### src/fan_limits_pkg.sv
// Constants, register map and shared types for the fan limit and drive configuration block.
// What this block does
// - Temperature past a limit sets its status flag.
// - Limit registers stay writable despite the lock.
// - High event only when value exceeds limit.
// - Low event when value at or below limit.
// - Period count above minimum flags slow fan.
// - Single-channel mode repurposes fan 1 high byte.
// - Spin-up drives full until two edges or timeout.
// - No pulse after timeout reports all ones, faults.
// - All-zeros limit never raises fault, nor does all-ones except on fan 1 in single-channel mode.
// - Timeout codes: none, 100 ms ... 4 s.
// - Slow bit stretches ramp rates fourfold.
// - Invert bit selects output polarity.
// - Codes 000-010 follow one temperature channel.
// - Code 011 full speed, 100 disables.
// - Codes 101, 110 take fastest calculated speed.
// - Code 111 is manual, duty registers writable.
// - Fan flag suppressed while its drive is off.
package fan_limits_pkg;

	localparam int unsigned CLK_KHZ = 25000;
	localparam int NUM_TEMP = 3;
	localparam int NUM_FAN = 4;
	localparam int NUM_DRIVE = 3;

	// Register offsets.
	localparam logic [7:0] TEMP_LOW_ADDR [NUM_TEMP] = '{8'h4E, 8'h50, 8'h52};
	localparam logic [7:0] TEMP_HIGH_ADDR [NUM_TEMP] = '{8'h4F, 8'h51, 8'h53};
	localparam logic [7:0] FAN_MIN_LOW_ADDR [NUM_FAN] = '{8'h54, 8'h56, 8'h58, 8'h5A};
	localparam logic [7:0] FAN_MIN_HIGH_ADDR [NUM_FAN] = '{8'h55, 8'h57, 8'h59, 8'h5B};
	localparam logic [7:0] DRIVE_CONFIG_ADDR [NUM_DRIVE] = '{8'h5C, 8'h5D, 8'h5E};
	localparam logic [7:0] MANUAL_DUTY_ADDR [NUM_DRIVE] = '{8'h30, 8'h31, 8'h32};
	localparam logic [7:0] ADDR_LOCK_CONFIG = 8'h40;
	localparam logic [7:0] ADDR_TEMP_STATUS = 8'h41;
	localparam logic [7:0] ADDR_FAN_STATUS = 8'h42;
	localparam logic [7:0] ADDR_CONVERTER_CONFIG = 8'h73;
	localparam logic [7:0] ADDR_TEMP_MASK = 8'h74;
	localparam logic [7:0] ADDR_FAN_MASK = 8'h75;

	// Field positions.
	localparam int LOCK_BIT = 0;
	localparam int SINGLE_MODE_BIT = 6;
	localparam int CHAN_SEL_LSB = 5;

	// Values after reset, and the fan limit and count codes with a special meaning.
	localparam logic [7:0] TEMP_LOW_RESET = 8'h81;
	localparam logic [7:0] TEMP_HIGH_RESET = 8'h7F;
	localparam logic [7:0] FAN_MIN_RESET = 8'hFF;
	localparam logic [7:0] DRIVE_CONFIG_RESET = 8'h82;
	localparam logic [15:0] FAN_LIMIT_NONE_LOW = 16'h0000;
	localparam logic [15:0] FAN_LIMIT_NONE_HIGH = 16'hFFFF;
	localparam logic [15:0] FAN_COUNT_STALLED = 16'hFFFF;

	// Fans 3 and 4 share the third drive output.
	localparam int FAN_DRIVE_MAP [NUM_FAN] = '{0, 1, 2, 2};

	// Startup timeouts in milliseconds per code, and their cycle counts.
	localparam int unsigned SPIN_TIME_MS [8] = '{0, 100, 250, 400, 667, 1000, 2000, 4000};
	localparam int unsigned SPIN_CYCLES_DEFAULT [8] = '{
		SPIN_TIME_MS[0] * CLK_KHZ, SPIN_TIME_MS[1] * CLK_KHZ,
		SPIN_TIME_MS[2] * CLK_KHZ, SPIN_TIME_MS[3] * CLK_KHZ,
		SPIN_TIME_MS[4] * CLK_KHZ, SPIN_TIME_MS[5] * CLK_KHZ,
		SPIN_TIME_MS[6] * CLK_KHZ, SPIN_TIME_MS[7] * CLK_KHZ};
	localparam int SPIN_TIMER_W = 27;

	// One duty step of the acoustic ramp, in microseconds, and its cycle count.
	localparam int unsigned RAMP_STEP_US = 1000;
	localparam int unsigned RAMP_CYCLES_DEFAULT = RAMP_STEP_US * CLK_KHZ / 1000;
	localparam int unsigned SLOW_FACTOR = 4;
	localparam int RAMP_TIMER_W = 19;

	typedef enum logic [2:0] {
		BHV_REMOTE1 = 3'h0,
		BHV_LOCAL = 3'h1,
		BHV_REMOTE2 = 3'h2,
		BHV_FULL = 3'h3,
		BHV_DISABLED = 3'h4,
		BHV_LOCAL_REMOTE2 = 3'h5,
		BHV_ALL = 3'h6,
		BHV_MANUAL = 3'h7
	} behaviour_t;

	typedef struct packed {
		behaviour_t behaviour_select;
		logic output_invert;
		logic slow_ramp;
		logic [2:0] spin_timeout;
	} drive_config_t;

	typedef struct packed {
		logic [7:0] remote2;
		logic [7:0] local_ch;
		logic [7:0] remote1;
	} temp_set_t;

	typedef logic [NUM_FAN-1:0][15:0] fan_counts_t;

	typedef enum {DRIVE_OFF, DRIVE_SPIN, DRIVE_RUN} drive_state_t;

	typedef struct packed {
		drive_state_t fsm;
		logic [SPIN_TIMER_W-1:0] timer;
		logic edge_seen;
		logic [7:0] duty;
		logic [RAMP_TIMER_W-1:0] ramp;
		logic [7:0] pwm_cnt;
		logic pwm;
		logic timeout;
	} drive_reg_t;

	typedef struct packed {
		logic [NUM_TEMP-1:0][7:0] temp_low;
		logic [NUM_TEMP-1:0][7:0] temp_high;
		logic [NUM_FAN-1:0][7:0] fan_min_low;
		logic [NUM_FAN-1:0][7:0] fan_min_high;
		drive_config_t [NUM_DRIVE-1:0] drive_cfg;
		logic [NUM_DRIVE-1:0][7:0] manual_duty;
		logic single_mode;
		logic lock;
		logic [2*NUM_TEMP-1:0] temp_status;
		logic [2*NUM_TEMP-1:0] temp_mask;
		logic [NUM_FAN-1:0] fan_status;
		logic [NUM_FAN-1:0] fan_mask;
		logic [7:0] rd_data;
		logic [NUM_FAN-1:0] pulse_prev;
		logic [NUM_FAN-1:0] await_meas;
		logic [NUM_FAN-1:0] pulse_seen;
		fan_counts_t report;
	} ctrl_reg_t;

	localparam ctrl_reg_t CTRL_RESET = '{
		temp_low: {NUM_TEMP{TEMP_LOW_RESET}},
		temp_high: {NUM_TEMP{TEMP_HIGH_RESET}},
		fan_min_low: {NUM_FAN{FAN_MIN_RESET}},
		fan_min_high: {NUM_FAN{FAN_MIN_RESET}},
		drive_cfg: {NUM_DRIVE{DRIVE_CONFIG_RESET}},
		// Idle speed lines rest at their pull-up level, so a low history would fake an edge.
		pulse_prev: '1,
		default: '0};

endpackage

### src/fan_pwm_config_and_limits.sv
// Limit registers, limit comparison, status and interrupt, and three fan drive channels.
//
// Design decision made here: the address-and-strobe port.
`timescale 1ns/1ps
module fan_pwm_config_and_limits #(
	parameter int unsigned SPIN_CYCLES [8] = fan_limits_pkg::SPIN_CYCLES_DEFAULT,
	parameter int unsigned RAMP_CYCLES = fan_limits_pkg::RAMP_CYCLES_DEFAULT
) (
	input wire logic clk_in,
	input wire logic rst_in,
	input wire logic [7:0] addr_in,
	input wire logic [7:0] wr_data_in,
	input wire logic wr_in,
	input wire logic rd_in,
	output logic [7:0] rd_data_out,
	input fan_limits_pkg::temp_set_t temp_in,
	input wire logic temp_valid_in,
	input fan_limits_pkg::fan_counts_t fan_count_in,
	input wire logic [fan_limits_pkg::NUM_FAN-1:0] fan_count_valid_in,
	input wire logic [fan_limits_pkg::NUM_FAN-1:0] fan_speed_pulse_in,
	input fan_limits_pkg::temp_set_t auto_duty_in,
	output logic [fan_limits_pkg::NUM_DRIVE-1:0] pwm_out,
	output fan_limits_pkg::fan_counts_t fan_count_report_out,
	output logic single_channel_mode_out,
	output logic [2:0] single_channel_select_out,
	output logic irq_out
);
	import fan_limits_pkg::*;

	ctrl_reg_t ctrl_reg;
	ctrl_reg_t ctrl_next;
	logic [NUM_DRIVE-1:0] drive_off;
	logic [NUM_DRIVE-1:0] spin_timeout;
	logic [NUM_FAN-1:0] fan_edge;

	assign fan_edge = fan_speed_pulse_in & ~ctrl_reg.pulse_prev;

	genvar gd;
	generate
		for (gd = 0; gd < NUM_DRIVE; gd++) begin : g_drive
			fan_drive_channel #(
				.SPIN_CYCLES(SPIN_CYCLES),
				.RAMP_CYCLES(RAMP_CYCLES)
			) u_drive (
				.clk_in(clk_in),
				.rst_in(rst_in),
				.config_in(ctrl_reg.drive_cfg[gd]),
				.auto_duty_in(auto_duty_in),
				.manual_duty_in(ctrl_reg.manual_duty[gd]),
				.fan_edge_in(fan_edge[gd]),
				.pwm_out(pwm_out[gd]),
				.drive_off_out(drive_off[gd]),
				.spin_timeout_out(spin_timeout[gd])
			);
		end
	endgenerate

	always_comb begin
		logic [NUM_TEMP-1:0][7:0] temps;
		logic [2*NUM_TEMP-1:0] temp_set;
		logic [2*NUM_TEMP-1:0] temp_clr;
		logic [NUM_FAN-1:0] fan_set;
		logic [NUM_FAN-1:0] fan_clr;
		logic [15:0] limit;
		logic [15:0] count;
		temps = {temp_in.remote2, temp_in.local_ch, temp_in.remote1};
		temp_set = '0;
		temp_clr = '0;
		fan_set = '0;
		fan_clr = '0;
		limit = '0;
		count = '0;
		ctrl_next = ctrl_reg;
		ctrl_next.rd_data = 8'h00;
		ctrl_next.pulse_prev = fan_speed_pulse_in;

		// Register writes.
		if (wr_in) begin
			for (int i = 0; i < NUM_TEMP; i++) begin
				// Temperature limits ignore the lock.
				if (addr_in == TEMP_LOW_ADDR[i]) begin
					ctrl_next.temp_low[i] = wr_data_in;
				end
				if (addr_in == TEMP_HIGH_ADDR[i]) begin
					ctrl_next.temp_high[i] = wr_data_in;
				end
			end
			for (int i = 0; i < NUM_FAN; i++) begin
				if (addr_in == FAN_MIN_LOW_ADDR[i]) begin
					ctrl_next.fan_min_low[i] = wr_data_in;
				end
				if (addr_in == FAN_MIN_HIGH_ADDR[i]) begin
					if (i == 0 && ctrl_reg.single_mode) begin
						ctrl_next.fan_min_high[i][7:CHAN_SEL_LSB] = wr_data_in[7:CHAN_SEL_LSB];
					end else begin
						ctrl_next.fan_min_high[i] = wr_data_in;
					end
				end
			end
			for (int i = 0; i < NUM_DRIVE; i++) begin
				// Drive configuration freezes once the lock is set.
				if (addr_in == DRIVE_CONFIG_ADDR[i] && !ctrl_reg.lock) begin
					ctrl_next.drive_cfg[i] = drive_config_t'(wr_data_in);
				end
				if (addr_in == MANUAL_DUTY_ADDR[i] &&
					ctrl_reg.drive_cfg[i].behaviour_select == BHV_MANUAL) begin
					ctrl_next.manual_duty[i] = wr_data_in;
				end
			end
			// The lock can only be released by reset.
			if (addr_in == ADDR_LOCK_CONFIG && wr_data_in[LOCK_BIT]) begin
				ctrl_next.lock = 1'b1;
			end
			if (addr_in == ADDR_CONVERTER_CONFIG) begin
				ctrl_next.single_mode = wr_data_in[SINGLE_MODE_BIT];
			end
			if (addr_in == ADDR_TEMP_MASK) begin
				ctrl_next.temp_mask = wr_data_in[2*NUM_TEMP-1:0];
			end
			if (addr_in == ADDR_FAN_MASK) begin
				ctrl_next.fan_mask = wr_data_in[NUM_FAN-1:0];
			end
			if (addr_in == ADDR_TEMP_STATUS) begin
				temp_clr = wr_data_in[2*NUM_TEMP-1:0];
			end
			if (addr_in == ADDR_FAN_STATUS) begin
				fan_clr = wr_data_in[NUM_FAN-1:0];
			end
		end

		// Temperature limit comparison on signed readings.
		if (temp_valid_in) begin
			for (int i = 0; i < NUM_TEMP; i++) begin
				temp_set[2*i] = $signed(temps[i]) <= $signed(ctrl_reg.temp_low[i]);
				temp_set[2*i+1] = $signed(temps[i]) > $signed(ctrl_reg.temp_high[i]);
			end
		end

		// Fan speed measurement and limit comparison.
		for (int i = 0; i < NUM_FAN; i++) begin
			if (fan_edge[i]) begin
				ctrl_next.pulse_seen[i] = 1'b1;
			end
			// Arm the stall check for the measurement that follows a failed spin-up.
			if (spin_timeout[FAN_DRIVE_MAP[i]]) begin
				ctrl_next.await_meas[i] = 1'b1;
				ctrl_next.pulse_seen[i] = 1'b0;
			end
			if (i == 0 && ctrl_reg.single_mode) begin
				// The upper bits are a channel select, so only the low byte limits fan 1.
				limit = {8'h00, ctrl_reg.fan_min_low[i]};
			end else begin
				limit = {ctrl_reg.fan_min_high[i], ctrl_reg.fan_min_low[i]};
			end
			if (fan_count_valid_in[i]) begin
				if (ctrl_reg.await_meas[i] && !ctrl_reg.pulse_seen[i] && !fan_edge[i]) begin
					count = FAN_COUNT_STALLED;
				end else begin
					count = fan_count_in[i];
				end
				ctrl_next.report[i] = count;
				ctrl_next.await_meas[i] = 1'b0;
				fan_set[i] = (count > limit) &&
					(limit != FAN_LIMIT_NONE_LOW) && (limit != FAN_LIMIT_NONE_HIGH) &&
					!drive_off[FAN_DRIVE_MAP[i]];
			end
		end

		// A new event beats a clear arriving in the same cycle.
		ctrl_next.temp_status = (ctrl_reg.temp_status & ~temp_clr) | temp_set;
		ctrl_next.fan_status = (ctrl_reg.fan_status & ~fan_clr) | fan_set;

		// Register reads; the data stands only in the following cycle.
		if (rd_in) begin
			for (int i = 0; i < NUM_TEMP; i++) begin
				if (addr_in == TEMP_LOW_ADDR[i]) begin
					ctrl_next.rd_data = ctrl_reg.temp_low[i];
				end
				if (addr_in == TEMP_HIGH_ADDR[i]) begin
					ctrl_next.rd_data = ctrl_reg.temp_high[i];
				end
			end
			for (int i = 0; i < NUM_FAN; i++) begin
				if (addr_in == FAN_MIN_LOW_ADDR[i]) begin
					ctrl_next.rd_data = ctrl_reg.fan_min_low[i];
				end
				if (addr_in == FAN_MIN_HIGH_ADDR[i]) begin
					if (i == 0 && ctrl_reg.single_mode) begin
						ctrl_next.rd_data = {ctrl_reg.fan_min_high[i][7:CHAN_SEL_LSB], 5'h00};
					end else begin
						ctrl_next.rd_data = ctrl_reg.fan_min_high[i];
					end
				end
			end
			for (int i = 0; i < NUM_DRIVE; i++) begin
				if (addr_in == DRIVE_CONFIG_ADDR[i]) begin
					ctrl_next.rd_data = ctrl_reg.drive_cfg[i];
				end
				if (addr_in == MANUAL_DUTY_ADDR[i]) begin
					ctrl_next.rd_data = ctrl_reg.manual_duty[i];
				end
			end
			if (addr_in == ADDR_LOCK_CONFIG) begin
				ctrl_next.rd_data[LOCK_BIT] = ctrl_reg.lock;
			end
			if (addr_in == ADDR_CONVERTER_CONFIG) begin
				ctrl_next.rd_data[SINGLE_MODE_BIT] = ctrl_reg.single_mode;
			end
			if (addr_in == ADDR_TEMP_STATUS) begin
				ctrl_next.rd_data = {2'h0, ctrl_reg.temp_status};
			end
			if (addr_in == ADDR_FAN_STATUS) begin
				ctrl_next.rd_data = {4'h0, ctrl_reg.fan_status};
			end
			if (addr_in == ADDR_TEMP_MASK) begin
				ctrl_next.rd_data = {2'h0, ctrl_reg.temp_mask};
			end
			if (addr_in == ADDR_FAN_MASK) begin
				ctrl_next.rd_data = {4'h0, ctrl_reg.fan_mask};
			end
		end
	end

	always_ff @(posedge clk_in or posedge rst_in) begin
		if (rst_in) begin
			ctrl_reg <= CTRL_RESET;
		end else begin
			ctrl_reg <= ctrl_next;
		end
	end

	assign rd_data_out = ctrl_reg.rd_data;
	assign fan_count_report_out = ctrl_reg.report;
	assign single_channel_mode_out = ctrl_reg.single_mode;
	assign single_channel_select_out = ctrl_reg.single_mode ?
		ctrl_reg.fan_min_high[0][7:CHAN_SEL_LSB] : 3'h0;
	assign irq_out = |(ctrl_reg.temp_status & ctrl_reg.temp_mask) ||
		|(ctrl_reg.fan_status & ctrl_reg.fan_mask);

endmodule // fan_pwm_config_and_limits

### src/fan_drive_channel.sv
// One fan drive channel: source selection, spin-up, ramp and PWM output.
`timescale 1ns/1ps
module fan_drive_channel #(
	parameter int unsigned SPIN_CYCLES [8] = fan_limits_pkg::SPIN_CYCLES_DEFAULT,
	parameter int unsigned RAMP_CYCLES = fan_limits_pkg::RAMP_CYCLES_DEFAULT
) (
	input wire logic clk_in,
	input wire logic rst_in,
	input fan_limits_pkg::drive_config_t config_in,
	input fan_limits_pkg::temp_set_t auto_duty_in,
	input wire logic [7:0] manual_duty_in,
	input wire logic fan_edge_in,
	output logic pwm_out,
	output logic drive_off_out,
	output logic spin_timeout_out
);
	import fan_limits_pkg::*;

	drive_reg_t drive_reg;
	drive_reg_t drive_next;

	always_comb begin
		logic [7:0] target;
		logic [7:0] fast_two;
		logic ramped;
		logic [RAMP_TIMER_W-1:0] step;
		target = 8'h00;
		fast_two = (auto_duty_in.local_ch > auto_duty_in.remote2) ?
			auto_duty_in.local_ch : auto_duty_in.remote2;
		ramped = 1'b0;
		step = config_in.slow_ramp ? RAMP_TIMER_W'(RAMP_CYCLES * SLOW_FACTOR) :
			RAMP_TIMER_W'(RAMP_CYCLES);
		drive_next = drive_reg;
		drive_next.timeout = 1'b0;
		unique case (config_in.behaviour_select)
			BHV_REMOTE1: begin
				target = auto_duty_in.remote1;
				ramped = 1'b1;
			end
			BHV_LOCAL: begin
				target = auto_duty_in.local_ch;
				ramped = 1'b1;
			end
			BHV_REMOTE2: begin
				target = auto_duty_in.remote2;
				ramped = 1'b1;
			end
			BHV_FULL: target = 8'hFF;
			BHV_DISABLED: target = 8'h00;
			BHV_LOCAL_REMOTE2: begin
				target = fast_two;
				ramped = 1'b1;
			end
			BHV_ALL: begin
				target = (fast_two > auto_duty_in.remote1) ? fast_two : auto_duty_in.remote1;
				ramped = 1'b1;
			end
			BHV_MANUAL: target = manual_duty_in;
		endcase
		unique case (drive_reg.fsm)
			DRIVE_OFF: begin
				drive_next.duty = 8'h00;
				if (config_in.behaviour_select != BHV_DISABLED) begin
					// Code zero means no spin-up phase at all.
					if (config_in.spin_timeout == 3'h0) begin
						drive_next.fsm = DRIVE_RUN;
					end else begin
						drive_next.fsm = DRIVE_SPIN;
						drive_next.timer = SPIN_TIMER_W'(SPIN_CYCLES[config_in.spin_timeout]);
						drive_next.edge_seen = 1'b0;
					end
				end
			end
			DRIVE_SPIN: begin
				drive_next.duty = 8'hFF;
				if (config_in.behaviour_select == BHV_DISABLED) begin
					drive_next.fsm = DRIVE_OFF;
				end else if (fan_edge_in && drive_reg.edge_seen) begin
					drive_next.fsm = DRIVE_RUN;
				end else begin
					if (fan_edge_in) begin
						drive_next.edge_seen = 1'b1;
					end
					if (drive_reg.timer <= SPIN_TIMER_W'(1)) begin
						drive_next.fsm = DRIVE_RUN;
						drive_next.timeout = 1'b1;
					end else begin
						drive_next.timer = drive_reg.timer - SPIN_TIMER_W'(1);
					end
				end
			end
			DRIVE_RUN: begin
				if (config_in.behaviour_select == BHV_DISABLED) begin
					drive_next.fsm = DRIVE_OFF;
					drive_next.duty = 8'h00;
				end else if (!ramped) begin
					drive_next.duty = target;
				end else if (drive_reg.ramp == '0) begin
					// Automatic modes move one step at a time to keep fan noise changes gentle.
					drive_next.ramp = step - RAMP_TIMER_W'(1);
					if (drive_reg.duty < target) begin
						drive_next.duty = drive_reg.duty + 8'h01;
					end else if (drive_reg.duty > target) begin
						drive_next.duty = drive_reg.duty - 8'h01;
					end
				end else begin
					drive_next.ramp = drive_reg.ramp - RAMP_TIMER_W'(1);
				end
			end
		endcase
		drive_next.pwm_cnt = drive_reg.pwm_cnt + 8'h01;
		drive_next.pwm = ((drive_reg.duty == 8'hFF) || (drive_reg.pwm_cnt < drive_reg.duty)) ^
			config_in.output_invert;
	end

	always_ff @(posedge clk_in or posedge rst_in) begin
		if (rst_in) begin
			drive_reg <= '0;
		end else begin
			drive_reg <= drive_next;
		end
	end

	assign pwm_out = drive_reg.pwm;
	assign drive_off_out = (drive_reg.fsm == DRIVE_OFF);
	assign spin_timeout_out = drive_reg.timeout;

endmodule // fan_drive_channel

### config.mk
export PLATFORM = sky130hd
export DESIGN_NAME = fan_pwm_config_and_limits
export DESIGN_NICKNAME = d
export VERILOG_FILES = /design/src/fan_limits_pkg.sv /design/src/fan_pwm_config_and_limits.sv /design/src/fan_drive_channel.sv
export SDC_FILE = /design/constraint.sdc
export NUM_CORES = 2
export LEC_CHECK = 0
export BUFFER_PORTS_ARGS = -buffer_cell sky130_fd_sc_hd__buf_2
export CORE_MARGIN = 1.5
export CORE_UTILIZATION = 45
export CTS_CLUSTER_DIAMETER = 60
export DETAILED_ROUTE_END_ITERATION = 8
export GPL_ROUTABILITY_DRIVEN = 0
export HOLD_SLACK_MARGIN = 0.05
export SLEW_MARGIN = 10
export SYNTH_ARGS = -nofsm -noshare
export SYNTH_HDL_FRONTEND = slang
export SYNTH_SLANG_ARGS = --single-unit
### constraint.sdc
create_clock -name clk_in -period 19.8 [get_ports clk_in]
set_clock_uncertainty 0.2 [all_clocks]
set_input_delay 1.98 -clock clk_in [delete_from_list [all_inputs] [get_ports clk_in]]
set_output_delay 1.98 -clock clk_in [all_outputs]
set_load 0.02 [all_outputs]
; ---- Word level (Yosys, flattened, before mapping)
; Memory sizes are Yosys's and may differ from the RTL's.
; Cells that the tools add are included.
[totals]
register_bits = 557
latch_bits = 0
ramBits = 0
mem_bits_ro = 768
in_bits = 141
output_inout_bits = 80
word_cells = 504
mem_count = 3
[mem_list]
columns = memory, depth, width, rd, rd_clocked_by_memory_dff, wr, line_no
row1 = (no name shown), 8, 32, 1, 0, 0, fan_drive_channel.sv:69  ; drive_next.timer = SPIN_TIMER_W'(SPIN_CYCLES[config_in.spin_timeout]);
row2 = (no name shown), 8, 32, 1, 0, 0, fan_drive_channel.sv:69
row3 = (no name shown), 8, 32, 1, 0, 0, fan_drive_channel.sv:69
[classes]
n_addsub = 18
mul = 0
div = 0
order_cmp = 27
eq_ne = 93
shifts = 0
mux = 148
bitwise_logic = 20
n_reduce_logical = 121
[ops]
columns = operator, count
row1 = 32-bit 2-to-1 mux, 12
row2 = 8-bit 2-to-1 mux, 42
row3 = 32-bit case mux with 3 select lines, 3
row4 = 28-bit 2-to-1 mux, 9
row5 = 27-bit 2-to-1 mux, 9
row6 = 32-bit logical NOT, 6
row7 = 8-bit case mux with 8 select lines, 3
row8 = 8-bit by 7-bit equality test with 1-bit output (second input constant), 23
row9 = 60-bit 2-to-1 mux, 3
row10 = 28-bit case mux with 2 select lines, 3
row11 = 16-bit 2-to-1 mux, 9
row12 = 19-bit by 1-bit subtractor with 19-bit output (second input constant), 6
row13 = 32-bit by 1-bit equality test with 1-bit output (second input constant), 3
row14 = 32-bit by 2-bit equality test with 1-bit output (second input constant), 3
row15 = 27-bit by 1-bit less-or-equal comparator with 1-bit output (second input constant), 3
row16 = 27-bit by 1-bit subtractor with 27-bit output (second input constant), 3
row17 = 8-bit case mux with 3 select lines, 3
row18 = 16-bit greater-than comparator, 4
row19 = 8-bit greater-than comparator, 8
row20 = 16-bit inequality test (second input constant), 4
row21 = 16-bit nonzero test, 4
row22 = 19-bit logical NOT, 3
row23 = 19-bit 2-to-1 mux, 3
row24 = 2-bit AND reduction, 27
row25 = 42 further kinds, 231

; ---- Logic depth before layout (Yosys ltp)
[logic_depth]
depth_word = 27
mapped_depth = 30
ltp_nobuf = 30

; ---- By module
; A second synthesis with hierarchy kept.
[unflattened]
hier_cells = 3722
hier_area_um2 = 33324.5
[by_module_without_submodules]
columns = module, instances, cells_each, area_per_inst_um2, seq_area_each_um2
row1 = fan_pwm_config_and_limits, 1, 1579, 16201.8, 6782.8
row2 = fan_drive_channel at g_drive[1].u_drive ..., 2, 717, 5694.2, 1676.6
row3 = fan_drive_channel at g_drive[0].u_drive, 1, 709, 5734.2, 1676.6

; ---- Worst setup path before layout
; Ideal clock, no wire load.
[synth_timing]
kind = in2reg
start = input auto_duty_in[19] (netlist bit)
end = register g_drive[2].u_drive.drive_reg[36] (netlist bit)
arrival_time_ps = 7711
required_ps = 19465
path_slack_ps = 11754
cell_stages = 29
path_cell_list = inv_1 > ha_1 > and3_1 > a211oi_1 > a21oi_1 > o21ai_0 > and2_1 > inv_1 > ha_1 > a21o_1 > a21oi_1 > o2111ai_1 > and2_1 > a311oi_1 > a311oi_1 > o21a_1 > ha_1 > a211o_1 > or3_1 > o211ai_1 > inv_1 > ha_1 > a21o_1 > a211oi_1 > nor2_1 > o41ai_1 > xnor2_1 > a221oi_1 > o31ai_1
[synth_via]
elab_chain_cells = 11
[synth_rtl]
columns = element, line_no
row1 = "start, declared", fan_pwm_config_and_limits.sv:21  ; input fan_limits_pkg::temp_set_t auto_duty_in,
row2 = 8-bit greater-than comparator, fan_drive_channel.sv:28  ; fast_two = (auto_duty_in.local_ch > auto_duty_in.remote2) ?
row3 = 8-bit 2-to-1 mux, fan_drive_channel.sv:28
row4 = 8-bit greater-than comparator, fan_drive_channel.sv:55  ; target = (fast_two > auto_duty_in.remote1) ? fast_two : auto_duty_in.remote1;
row5 = 8-bit 2-to-1 mux, fan_drive_channel.sv:55
row6 = 8-bit case mux with 8 select lines *, fan_drive_channel.sv:35  ; unique case (config_in.behaviour_select)
row7 = 8-bit less-than comparator, fan_drive_channel.sv:101  ; if (drive_reg.duty < target) begin
row8 = 8-bit 2-to-1 mux, fan_drive_channel.sv:101
row9 = 8-bit 2-to-1 mux, fan_drive_channel.sv:98  ; end else if (drive_reg.ramp == '0) begin
row10 = 8-bit 2-to-1 mux, fan_drive_channel.sv:96  ; end else if (!ramped) begin
row11 = 8-bit 2-to-1 mux, fan_drive_channel.sv:93  ; if (config_in.behaviour_select == BHV_DISABLED) begin
row12 = 8-bit case mux with 3 select lines, fan_drive_channel.sv:60  ; unique case (drive_reg.fsm)
row13 = "end signal, assigned", fan_drive_channel.sv:120  ; drive_reg <= drive_next;
row14 = "end, declared", fan_drive_channel.sv:19  ; drive_reg_t drive_reg;
; Every way passes the cells marked *; elsewhere a longest branch is shown, timed or not. The select of a mux whose other input is x is not followed.
; A chain may end at the register's enable or synchronous reset.

; ---- Final worst setup path
[layout_timing]
start = input auto_duty_in[20] (netlist bit)
end = register g_drive[1].u_drive.drive_reg[36] (netlist bit)
[layout_via]
elab_chain_cells = 11
[layout_rtl]
columns = element, line_no
row1 = 8-bit greater-than comparator, fan_drive_channel.sv:28
row2 = 8-bit 2-to-1 mux, fan_drive_channel.sv:28
row3 = 8-bit greater-than comparator, fan_drive_channel.sv:55
row4 = 8-bit 2-to-1 mux, fan_drive_channel.sv:55
row5 = 8-bit case mux with 8 select lines *, fan_drive_channel.sv:35
row6 = 8-bit less-than comparator, fan_drive_channel.sv:101
row7 = 8-bit 2-to-1 mux, fan_drive_channel.sv:101
row8 = 8-bit 2-to-1 mux, fan_drive_channel.sv:98
row9 = 8-bit 2-to-1 mux, fan_drive_channel.sv:96
row10 = 8-bit 2-to-1 mux, fan_drive_channel.sv:93
row11 = 8-bit case mux with 3 select lines, fan_drive_channel.sv:60
row12 = "end signal, assigned", fan_drive_channel.sv:120
row13 = "end, declared", fan_drive_channel.sv:19
; Marked as above.

==> run_results.csv <==
group,metric,value,unit
cts,ctsHtreeMaxLevel,2,
global_route,grt_pass1_vias,26400,
min_path,hold_path_class,"reg -> reg",
cts,clkTransAtPathRegs,0.06,ns
global_route,grt_overflow_total,0,
yosys,synth_seq_cells,467,
power,power.ir.vdd_worst,0.0767,mV
global_route,grt_usage,0.275,
sta,final_setup_violating_endpoints,0,
cts,clock_sink_count,467,
routing,initialDrtViolationCount,2870,
flow_run,maxCapViolCount,0,
routing,drt_wl_total,98.8,mm
sta,final-hold-violation-count,0,
setup_path,path_max_fanout,10,
yosys,yosysWarnings,0,
min_path,hold-path-cell-count,1,
global_route,grt_first_pass_wirelength,155,mm
cts,cts_setup_buffers,0,
sta,clock.fmax,0.112,GHz
routing,drcViolationCount,0,
placed_design,placed_cell_area,32900,um^2
routing,via_count,27600,
setup_path,startpoint,"auto_duty_in[20]",
finish,layout-area-overhead-vs-synth,11.3,%
yosys,synth_enable_flop_cells,0,
setup_path,critical_path.top_delay_family,"compound AO/OA/AOI/OAI gates",
run_status,run_status,"completed",
min_path,min_delay_worst_endpoint,"ctrl_reg[65]$_DFFE_PP0P_",
sta,drv_slew,0,
setup_path,crit_cells,29,
sta,min_period_over_period,0.451,
yosys,synth-async-reset-ratio,1.00,
yosys,top_flip_flop_cell_by_instance_count_after_synthesis,"sky130_fd_sc_hd__dfrtp_1",
cts,holdBufCountCts,0,
cts,clock_path_buffers,3,
floorplan,die_w,268,um
power,power_density_relative_to_cell_area,112,nW/um^2
routing,drt_wl_cell,21.7,um
setup_path,reg2reg_setup_slack,13.95,ns
global_route,grt_max_degree,166,
setup_path,r2r_cells,18,
setup_path,cp.buffers_inverters,4,
sta,grt_setup_unrepaired,"no",
routing,via_per_inst,6.05,
yosys,postSynthCellCount,3494,
cts,clkLatencyLatePin,0.68,ns
setup_path,cp_common_cell,"sky130_fd_sc_hd__ha_1",
floorplan,initial_core_util,0.457,
sta,fin_tns_setup,0,ns
finish,post_route_cells_drive_above_1_share,0.193,
yosys,syn_area_per_cell,9.04,um^2
finish,final_design_area_no_fill,35200,um^2
setup_path,critical_path.slowest_cell,"sky130_fd_sc_hd__o21ai_0",
floorplan,placementRows,96,
finish,num-nets-final,3949,
power,power.static_leakage,15.4,nW
setup_path,timing.setup.critical_path_class,"in -> reg",
sta,slew-limit-headroom,0.230,
cts,cts_made_buffers,61,
setup_path,rr_startpoint,"ctrl_reg[144]$_DFFE_PP0P_",
finish,largest_register_ff_count,195,
routing,final_antenna_net_count,0,
cts,resized_cells_post_cts,0,
setup_path,worstPathArrival,9.32,ns
cts,clock_tree.root_cell,"sky130_fd_sc_hd__clkbuf_16",
floorplan,die-height,268,um
setup_path,worst_r2r_endpoint,"g_drive[1].u_drive.drive_reg[36]$_DFFE_PP0P_",
setup_path,worst_path_largest_cell_delay,0.70,ns
floorplan,fp.coreArea,69100,um^2
yosys,nets_in_the_synthesized_netlist,3871,
sta,fin_crit,8.93,ns
floorplan,die-area,71800,um^2
setup_path,cp-start-kind,"primary input",
sta,least_margin_pin_slew,1.16,ns
floorplan,ioPinCount,221,
routing,drt-pass1-iter-count,7,
yosys,cell_variety_after_synth,94,
placed_design,io_buffers,220,
setup_path,timing.critical_path.required,20.19,ns
yosys,seq_area_frac_synth,0.374,
global_route,grt_antenna_before_repair,8,
cts,tritoncts_clock_tree,"built",
setup_path,endpoint_kind,"flop",
placed_design,hpwl_after_detailed_placement,71.6,mm
min_path,worst_hold_startpoint,"g_drive[1].u_drive.spin_timeout_out$_DFF_PP0_",
yosys,synthesis.area,31600,um^2
-- cell families after synthesis --
family | synth area share
AOI/OAI and AO/OA | 0.188
xor gates and xnor gates | 0.0179
adders and majority gates | 0.0942
buffers and inverters | 0.0628
DFF | 0.374
muxes | 0.0829
and+or+nand+nor | 0.181
-- cells in the mapped netlist, drive strengths merged, types with 8 or more instances --
master | instances | area (um^2)
o21ai | 262 | 1310
o22ai | 19 | 119
nand3 | 92 | 460
and2 | 22 | 138
a22o | 11 | 96.3
nor2b | 35 | 219
buf | 97 | 666
or4 | 18 | 144
o31ai | 17 | 128
mux2i | 21 | 210
nand4 | 70 | 438
nor2 | 227 | 855
nor3 | 95 | 507
xor2 | 27 | 236
dfstp | 101 | 2650
a31oi | 34 | 213
nor4 | 52 | 347
a221oi | 27 | 236
o22a | 10 | 87.6
dfrtp | 366 | 9160
a32oi | 16 | 140
or3 | 26 | 173
o221ai | 34 | 298
nor3b | 10 | 75.1
nand2 | 314 | 1180
a211oi | 21 | 158
o211ai | 17 | 128
o32ai | 8 | 70.1
a21o | 52 | 392
xnor2 | 35 | 307
ha | 233 | 2920
and3 | 21 | 131
a221o | 25 | 250
nand2b | 100 | 626
o21a | 39 | 293
o21bai | 10 | 75.1
a21oi | 213 | 1070
clkbuf | 128 | 480
o41ai | 8 | 70.1
nand3b | 10 | 75.1
inv | 220 | 826
mux2 | 208 | 2340
a22oi | 25 | 188
or2 | 14 | 87.6
-- through the flow --
step / instances / util / hold slack, ns / worst slack [ns] / power (mW)
2_1_floorplan: 3494 / - / 0.204 / 4.76 / 2.34
3_3_place_gp: 4440 / 0.476 / 0.234 / 10.76 / 2.67
3_5_place_dp: 4440 / 0.476 / 0.223 / 10.69 / 2.69
4_1_cts: 4556 / 0.509 / 0.250 / 11.34 / 3.94
5_1_grt: 4557 / 0.509 / 0.275 / 10.57 / 4.18
6_report: 4558 / 0.509 / 0.246 / 10.87 / 3.93
-- power by group --
| part | switching [mW] | internal, mW |
|---|---|---|
| clock | 0.473 | 0.760 |
| sequential | 0.195 | 1.13 |
| combinational | 0.832 | 0.537 |
-- worst max-delay path by stage --
| stage | to |
|---|---|
| global route | g_drive[1].u_drive.drive_reg[36]$_DFFE_PP0P_ |
| CTS | g_drive[1].u_drive.drive_reg[36]$_DFFE_PP0P_ |
| floorplan | ctrl_reg[100]$_DFF_PP0_ |
| detailed placement | g_drive[1].u_drive.drive_reg[36]$_DFFE_PP0P_ |
| global placement | g_drive[1].u_drive.drive_reg[36]$_DFFE_PP0P_ |
| finish | g_drive[1].u_drive.drive_reg[36]$_DFFE_PP0P_ |
-- per-layer routing --
layer	track usage	vias to the layer above	share of wire
met5	0	-	0.00050
met1	0.382	13400	0.44
met3	0.0597	229	0.083
li1	-	12900	-
met4	0.0922	10	0.034
met2	0.424	1090	0.44
-- layout by cell type, fill, tap and decap left out, types with 22 or more instances in the layout --
cell | Yosys | routed
sky130_fd_sc_hd__o221ai_1 | 34 | 34
sky130_fd_sc_hd__or3_1 | 24 | 24
sky130_fd_sc_hd__dfrtp_1 | 366 | 366
sky130_fd_sc_hd__and2_1 | 22 | 22
sky130_fd_sc_hd__a21o_1 | 51 | 51
sky130_fd_sc_hd__nor2_1 | 226 | 225
sky130_fd_sc_hd__o21ai_0 | 261 | 261
sky130_fd_sc_hd__ha_1 | 233 | 232
sky130_fd_sc_hd__o21a_1 | 39 | 39
sky130_fd_sc_hd__nor3_1 | 90 | 90
sky130_fd_sc_hd__mux2_2 | 208 | 208
sky130_fd_sc_hd__dfstp_2 | 101 | 101
sky130_fd_sc_hd__xor2_1 | 27 | 27
sky130_fd_sc_hd__nor2b_1 | 35 | 35
sky130_fd_sc_hd__inv_1 | 220 | 219
sky130_fd_sc_hd__a221o_1 | 25 | 25
sky130_fd_sc_hd__nand4_1 | 70 | 70
sky130_fd_sc_hd__buf_2 | 10 | 220
sky130_fd_sc_hd__nand2b_1 | 100 | 100
sky130_fd_sc_hd__xnor2_1 | 35 | 35
sky130_fd_sc_hd__nor4_1 | 50 | 50
sky130_fd_sc_hd__clkbuf_16 | 0 | 62
sky130_fd_sc_hd__a21oi_1 | 211 | 211
sky130_fd_sc_hd__a22oi_1 | 25 | 25
sky130_fd_sc_hd__nand3_1 | 92 | 92
sky130_fd_sc_hd__a31oi_1 | 34 | 34
sky130_fd_sc_hd__a221oi_1 | 27 | 27
sky130_fd_sc_hd__nand2_1 | 314 | 314
-- final cells by class --
cell class,instances,area (um^2)
Clock buffer,75,1660
Fill cell,6449,33900
Antenna cell,2,5.00
Sequential cell,467,11800
Multi-Input combinational cell,2579,17800
Tap cell,931,1160
Inverter,223,845
Clock inverter,41,602
Timing Repair Buffer,240,1280
No activity file was read; power rests on OpenSTA's default activity.
